[src/core/adio_pkg.sv]
// package: register map, field codes and reset values of the auxiliary digital i/o port
package adio_pkg;

  // ************************************************************
  // register map
  // ************************************************************
  // printed offsets are not all multiples of four (47110 is not): they are indices, byte address = 4 * index
  localparam int unsigned DIR_INDEX  = 47100;
  localparam int unsigned DATA_INDEX = 47110;
  localparam logic [19:0] DIR_ADDR   = 20'(DIR_INDEX * 4);
  localparam logic [19:0] DATA_ADDR  = 20'(DATA_INDEX * 4);
  localparam int unsigned ADDR_W     = 20;

  // ************************************************************
  // fields and codes
  // ************************************************************
  localparam int unsigned LINES      = 8;
  localparam int unsigned GROUP_W    = 4;
  localparam logic [1:0]  LOWER_GROUP_OUT = 2'h1;
  localparam logic [1:0]  UPPER_GROUP_OUT = 2'h2;
  localparam logic [1:0]  BOTH_GROUPS_IN  = 2'h0;
  localparam logic [7:0]  LINE_DATA_RESET = 8'h00;
  localparam int unsigned TRIG_A_BIT = 0;
  localparam int unsigned TRIG_B_BIT = 1;
  localparam int unsigned REFCLK_BIT = 2;

endpackage

[src/core/adio_group.sv]
// module: one four-line group buffer with shared direction
`timescale 1ns/1ps
module adio_group #(
  parameter int unsigned W = 4
) (
  input  wire logic         clk,
  input  wire logic         rst_n,
  input  wire logic         drive,
  input  wire logic         wr_en,
  input  wire logic [W-1:0] wr_data,
  input  wire logic [W-1:0] pin_i,
  output logic      [W-1:0] pin_o,
  output logic      [W-1:0] pin_oe_n,
  output logic      [W-1:0] level
);

  typedef struct packed {
    logic [W-1:0] out;
    logic [W-1:0] oe_n;
    logic [W-1:0] lvl;
  } adio_grp_st_t;

  adio_grp_st_t s_q;
  adio_grp_st_t s_d;

  always_comb
  begin
    s_d = s_q;
    // input groups drop written data
    if (wr_en && drive)
    begin
      s_d.out = wr_data; // [RULE10]
    end
    s_d.oe_n = {W{~drive}}; // [RULE1]
    s_d.lvl  = pin_i; // [RULE9]
  end

  always_ff @(posedge clk or negedge rst_n)
  begin
    if (!rst_n)
    begin
      s_q <= '{out: '0, oe_n: '1, lvl: '0};
    end
    else
    begin
      s_q <= s_d;
    end
  end

  assign pin_o    = s_q.out;
  assign pin_oe_n = s_q.oe_n;
  assign level    = s_q.lvl;

endmodule // adio_group

[src/core/adio_port.sv]
// module: auxiliary digital i/o port with apb register slave
`timescale 1ns/1ps

// Function
// [RULE1] eight lines in two four-line groups, each group drives or receives together
// [RULE2] software sets each group's direction independently
// [RULE3] direction code 1 makes lower group output, 2 upper, OR combines
// [RULE4] lines run under software control, independent of acquisition
// [RULE5] software sets lower group to input before using special functions
// [RULE6] upper group direction stays free while special functions run
// [RULE7] lower input: lines 0,1 extra triggers, line 2 timestamp reference clock
// [RULE8] data reads sample every line, special ones too
// [RULE9] data register reads present pin levels, outputs read back driven pattern
// [RULE10] data writes only change lines of output groups
// [RULE11] bit n is line n, upper bytes ignored
// [RULE12] direction reads back last write, resets to both inputs
module adio_port (
  input  wire logic        mclk,
  input  wire logic        arst_n,
  input  wire logic        psel,
  input  wire logic        penable,
  input  wire logic        pwrite,
  input  wire logic [19:0] paddr,
  input  wire logic [31:0] pwdata,
  output logic      [31:0] prdata,
  output logic             pready,
  output logic             pslverr,
  input  wire logic [7:0]  aux_line_i,
  output logic      [7:0]  aux_line_o,
  output logic      [7:0]  aux_line_oe_n,
  output logic             added_trigger_a,
  output logic             added_trigger_b,
  output logic             timestamp_reference_clock
);

  // ************************************************************
  // reset release
  // ************************************************************
  logic [1:0] rst_sync_q;
  logic       rst_n;

  always_ff @(posedge mclk or negedge arst_n)
  begin
    if (!arst_n)
    begin
      rst_sync_q <= 2'h0;
    end
    else
    begin
      rst_sync_q <= {rst_sync_q[0], 1'h1};
    end
  end

  assign rst_n = rst_sync_q[1];

  // ************************************************************
  // state
  // ************************************************************
  typedef struct packed {
    logic [1:0]  dir;
    logic [31:0] rdata;
    logic        ready;
    logic        err;
    logic        trig_a;
    logic        trig_b;
    logic        refclk;
  } adio_st_t;

  adio_st_t s_q;
  adio_st_t s_d;

  logic [7:0] level;
  logic       acc;
  logic       wr_data;
  logic       hit_dir;
  logic       hit_data;

  assign acc      = psel && penable && !s_q.ready;
  assign hit_dir  = (paddr == adio_pkg::DIR_ADDR);
  assign hit_data = (paddr == adio_pkg::DATA_ADDR);
  assign wr_data  = acc && pwrite && hit_data;

  // ************************************************************
  // line groups
  // ************************************************************
  // no acquisition clock involved: lines follow software alone
  adio_group #(.W(adio_pkg::GROUP_W)) u_lower (
    .clk      (mclk),
    .rst_n    (rst_n),
    .drive    (s_q.dir[0]), // [RULE3]
    .wr_en    (wr_data), // [RULE4]
    .wr_data  (pwdata[3:0]), // [RULE11]
    .pin_i    (aux_line_i[3:0]),
    .pin_o    (aux_line_o[3:0]),
    .pin_oe_n (aux_line_oe_n[3:0]),
    .level    (level[3:0])
  );

  adio_group #(.W(adio_pkg::GROUP_W)) u_upper (
    .clk      (mclk),
    .rst_n    (rst_n),
    .drive    (s_q.dir[1]), // [RULE2] [RULE6]
    .wr_en    (wr_data),
    .wr_data  (pwdata[7:4]), // [RULE11]
    .pin_i    (aux_line_i[7:4]),
    .pin_o    (aux_line_o[7:4]),
    .pin_oe_n (aux_line_oe_n[7:4]),
    .level    (level[7:4])
  );

  // ************************************************************
  // apb slave and special routing
  // ************************************************************
  always_comb
  begin
    s_d       = s_q;
    s_d.ready = acc;
    s_d.err   = acc && !hit_dir && !hit_data;
    s_d.rdata = 32'h0;
    if (acc && !pwrite && hit_dir)
    begin
      s_d.rdata = {30'h0, s_q.dir}; // [RULE12]
    end
    if (acc && !pwrite && hit_data)
    begin
      // sampled pins, so outputs read back their pattern
      s_d.rdata = {24'h0, level}; // [RULE8] [RULE9]
    end
    if (acc && pwrite && hit_dir)
    begin
      s_d.dir = pwdata[1:0]; // [RULE2] [RULE3]
    end
    // specials only while lower group receives; otherwise held low
    s_d.trig_a = !s_q.dir[0] && level[adio_pkg::TRIG_A_BIT]; // [RULE7]
    s_d.trig_b = !s_q.dir[0] && level[adio_pkg::TRIG_B_BIT]; // [RULE7]
    s_d.refclk = !s_q.dir[0] && level[adio_pkg::REFCLK_BIT]; // [RULE7] [RULE5]
  end

  always_ff @(posedge mclk or negedge rst_n)
  begin
    if (!rst_n)
    begin
      s_q <= '{dir: adio_pkg::BOTH_GROUPS_IN, rdata: 32'h0, ready: 1'h0, err: 1'h0,
               trig_a: 1'h0, trig_b: 1'h0, refclk: 1'h0}; // [RULE12]
    end
    else
    begin
      s_q <= s_d;
    end
  end

  assign prdata                    = s_q.rdata;
  assign pready                    = s_q.ready;
  assign pslverr                   = s_q.err;
  assign added_trigger_a           = s_q.trig_a;
  assign added_trigger_b           = s_q.trig_b;
  assign timestamp_reference_clock = s_q.refclk;
endmodule // adio_port

[config.mk]
export PLATFORM = sky130hd
export DESIGN_NAME = adio_port
export DESIGN_NICKNAME = d
export VERILOG_FILES = /design/src/core/adio_pkg.sv /design/src/core/adio_group.sv /design/src/core/adio_port.sv
export SDC_FILE = /design/constraint.sdc
export NUM_CORES = 1
export LEC_CHECK = 0
export BUFFER_PORTS_ARGS = -buffer_cell sky130_fd_sc_hd__buf_4
export CORE_MARGIN = 10
export CORE_UTILIZATION = 30
export CTS_CLUSTER_DIAMETER = 80
export CTS_CLUSTER_SIZE = 40
export DETAILED_ROUTE_END_ITERATION = 10
export PLACE_DENSITY = 0.66
export SLEW_MARGIN = 20
export SYNTH_ARGS = -nofsm -noshare
export SYNTH_HDL_FRONTEND = slang
export SYNTH_SLANG_ARGS = --single-unit
export TNS_END_PERCENT = 30
[constraint.sdc]
create_clock -name mclk -period 1 [get_ports mclk]
set_input_delay 0.1 -clock mclk [delete_from_list [all_inputs] [get_ports mclk]]
set_output_delay 0.1 -clock mclk [all_outputs]
set_load 0.03 [all_outputs]
==> metrics.log <==
[metrics] result of the run: finished, violations left
[metrics] failing checks: negative setup slack
[metrics] count of input and output buffers: 69
[metrics] cell-internal power: 0.00212 W
[metrics] 1st-iter DRT viols: 16
[metrics] weighted congestion at the end of routability-driven global placement: 0.789
[metrics] number of synthesized flops with an enable pin: 0
[metrics] area taken by multi-input logic gates: 528 um^2
[metrics] Worst Hold Margin: 48.7 ps
[metrics] total number of vias: 1121
[metrics] Die Outline Area: 0.00826 mm^2
[metrics] number of pins exceeding their max-slew limit in the final report: 0
[metrics] Startpoint Class: input port
[metrics] number of cells on the worst reg-to-reg path: 4
[metrics] DP HPWL: 3210 um
[metrics] Seq pwr share: 51.0%
[metrics] count of distinct cell types in the synthesized netlist: 26
[metrics] data arrival at the endpoint of the critical path: 1610 ps
[metrics] synthesis-to-finish area growth: 54.9%
[metrics] static power due to leakage: 1.23 nW
[metrics] fillers: 476
[metrics] final cell area excluding filler cells: 0.00233 mm^2
[metrics] ports placed on the boundary: 118
[metrics] number of core rows: 25
[metrics] XOR/XNOR Fraction of Synth Area: 0%
[metrics] pin count of the biggest net entering global routing: 20
[metrics] remaining number of nets flagged by the antenna check after routing: 0
[metrics] fmax: 694 MHz
[metrics] register area: 880 um^2
[metrics] Avg Inst Size Synth: 12.9 um^2
[metrics] Setup violations, final: 29
[metrics] Starting Density: 31.5%
[metrics] Async S/R FF share, synth: 100%
[metrics] average routed wire per standard cell: 14.1 um
[metrics] Max Cap Violations: 0
[metrics] adder and majority cell fraction of the synthesized area: 0%
[metrics] critical path fanouts, max: 4
[metrics] Overall Global Routing Usage: 9.78%
[metrics] clock transition at the registers of the reported paths: 70 ps
[metrics] first-pass GRT wire length: 6500 um
[metrics] clock tree root buffer cell: sky130_fd_sc_hd__clkbuf_8
[metrics] worst min path class: input port to flop
[metrics] setup repair after global routing missed its margin: yes
[metrics] DRC viols: 0
[metrics] min cycle time layout: 1440 ps
[metrics] area fraction in compound gates after synthesis: 2.08%
[metrics] clk_skew: 5.36 ps
[metrics] most frequent cells after synthesis: sky130_fd_sc_hd__dfrtp_1, sky130_fd_sc_hd__buf_4, sky130_fd_sc_hd__mux2_2
[metrics] minimum setup slack among reg-to-reg paths: -430 ps
[metrics] CTS H-Tree Depth: 2
[metrics] area fraction of the dominant cell type after synthesis: 54.8%
[metrics] cells taking the most area after synthesis: sky130_fd_sc_hd__dfrtp_1, sky130_fd_sc_hd__buf_4, sky130_fd_sc_hd__mux2_2
[metrics] global route overflow: 0
[metrics] Std-Cell Core Area: 0.00479 mm^2
[metrics] total detailed-routing wirelength: 3940 um
[metrics] post-route setup slack: -442 ps
[metrics] Yosys warnings: 0
[metrics] share of post-route cells with drive strength above 1: 54.5%
[metrics] TritonCTS sink count: 35
[metrics] clk_lat worst skew: 280 ps
[metrics] depth of the worst hold-timing path: 2
[metrics] y dimension of the die: 90.9 um
[metrics] type of the setup path with the least slack: input port to flop
[metrics] hold violation count in the final report: 0
[metrics] nets@finish: 277
[metrics] most frequently used cell type in the post-synthesis netlist: sky130_fd_sc_hd__dfrtp_1
[metrics] number of buffers created by CTS: 5
[metrics] combinational fraction of design power: 14.8%
[metrics] utilization of the core after routing: 48.8%
[metrics] cell taking the most area after synthesis: sky130_fd_sc_hd__dfrtp_1
[metrics] Post-Syn Instances: 117
[metrics] area share of and/or/nand/nor cells after synthesis: 15.7%
[metrics] Post-synth top flop: sky130_fd_sc_hd__dfrtp_1
[metrics] CTS tree: done
[metrics] die extent in x: 90.9 um
[metrics] Mapped Area: 0.00151 mm^2
[metrics] crit path capture type: flop
[metrics] combinational family with the most area after synthesis: buffers and inverters
[metrics] data required time at the worst endpoint: 1160 ps
[metrics] vias in the first global route: 1329
[metrics] initial antenna violation count: 0
[metrics] sequential fraction of the synthesis area: 58.3%
[metrics] number of vias per cell after detailed routing: 4.00
[metrics] multiplexer share of the synthesized area: 7.48%
[metrics] Diodes inserted: 0
[metrics] Sw Pwr: 0.000743 W
[metrics] flops & latches, synth: 35
[metrics] clock group share of total power: 34.2%
[metrics] Switching Share: 26.0%
[metrics] PD cells: 1230 mW/mm^2
[metrics] number of detailed-route iterations in the first pass: 4
[metrics] Placed Instance Area: 0.00209 mm^2
[metrics] fraction of the cycle the final worst path needs: 144%
[metrics] Total Power: 0.00286 W
[metrics] peak ir drop on the vdd network: 0.757 mV
[metrics] deepest clock path buffer count: 2
-- cell type report --
type                    instances  share of cell area [%]
clock inverters                 2                   0.536
clock buffers                   6                    3.11
inverters                       4                   0.643
well taps                      67                    3.59
flip-flops and latches         35                    37.7
repair buffers                 95                    31.8
multi-input cells              71                    22.6
-- power groups by stage --
stage	Clock, W	Sequential, W	Combinational [W]
after floorplan	0	0.00152	0.000220
after CTS	0.00103	0.00146	0.000423
final	0.000978	0.00146	0.000424
after detailed placement	0	0.00148	0.000378
after global placement	0	0.00148	0.000373
after global routing	0.00109	0.00146	0.000459
-- critical path, cell delays in order --
cell,delay [ps]
sky130_fd_sc_hd__buf_4,110
sky130_fd_sc_hd__or4_4,540
sky130_fd_sc_hd__nor3_4,340
sky130_fd_sc_hd__nand4_4,180
sky130_fd_sc_hd__mux2_4,330
-- cell usage in the layout, fill, tap and decap left out, drive strengths merged --
master	count
buf	85
dfrtp	33
conb	25
dlygate4sd3	10
mux2	10
and2	6
clkbuf	6
nand3	4
inv	4
nand4	4
nor2b	3
nor4	2
and4b	2
a2111oi	2
dfstp	2
nor3	2
and4	2
nor2	2
nand3b	1
or4	1
nand2b	1
or4b	1
nand4b	1
a31oi	1
a21boi	1
clkinv	1
clkinvlp	1
-- routing by layer --
| layer | vias up | GRT usage (%) | wire [um] |
|---|---|---|---|
| li1 | 537 | - | - |
| met1 | 524 | 10.2 | 1540 |
| met2 | 56 | 16.5 | 1970 |
| met3 | 4 | 5.99 | 407 |
| met4 | 0 | 1.96 | 24 |
| met5 | - | 0 | 0 |
-- registers in the layout, summed over array words and instances, names as in the netlist --
signal,cells
u_lower.level,4
pslverr,1
u_upper.level,4
timestamp_reference_clock,1
added_trigger_a,1
u_lower.pin_o,4
u_upper.pin_oe_n,1
rst_sync_q,2
s_q,2
added_trigger_b,1
u_upper.pin_o,4
pready,1
prdata,8
u_lower.pin_oe_n,1
-- kinds of logic (layout without fill, tap and decap cells) --
family,Yosys count,count (layout)
other cells,2,25
flops,35,35
simple gates,32,32
mux,10,10
buf+inv,34,107
compound gates,4,4
-- worst paths after layout --
kind,from,endpoint
min,pwdata[5],u_upper.pin_o[1]
min in group asynchronous,arst_n,rst_sync_q[0]
max reg2reg,pready,u_upper.pin_o[2]
max,paddr[8],u_upper.pin_o[2]
max in group asynchronous,rst_sync_q[1],u_lower.pin_oe_n[0]
min reg2reg,rst_sync_q[1],u_upper.pin_o[1]
-- stage by stage --
stage / setup slack (ps) / TNS [ps] / std cells
global placement: -700 / -11320 / 261
finish: -442 / -7490 / 280
detailed placement: -734 / -11680 / 261
floorplan: -488 / -8590 / 140
CTS: -451 / -7790 / 280
global route: -508 / -9340 / 280
-- what timing repair did --
item / in CTS / in global routing
setup buffers: 1 / 0
pin swaps: 1 / 4
hold buffers: 10 / 0
setup endpoints to repair: 28 / 29
gates resized for setup: 12 / 3
endpoints found under the hold margin: 12 / 0
No activity file was read; power rests on OpenSTA's default activity.
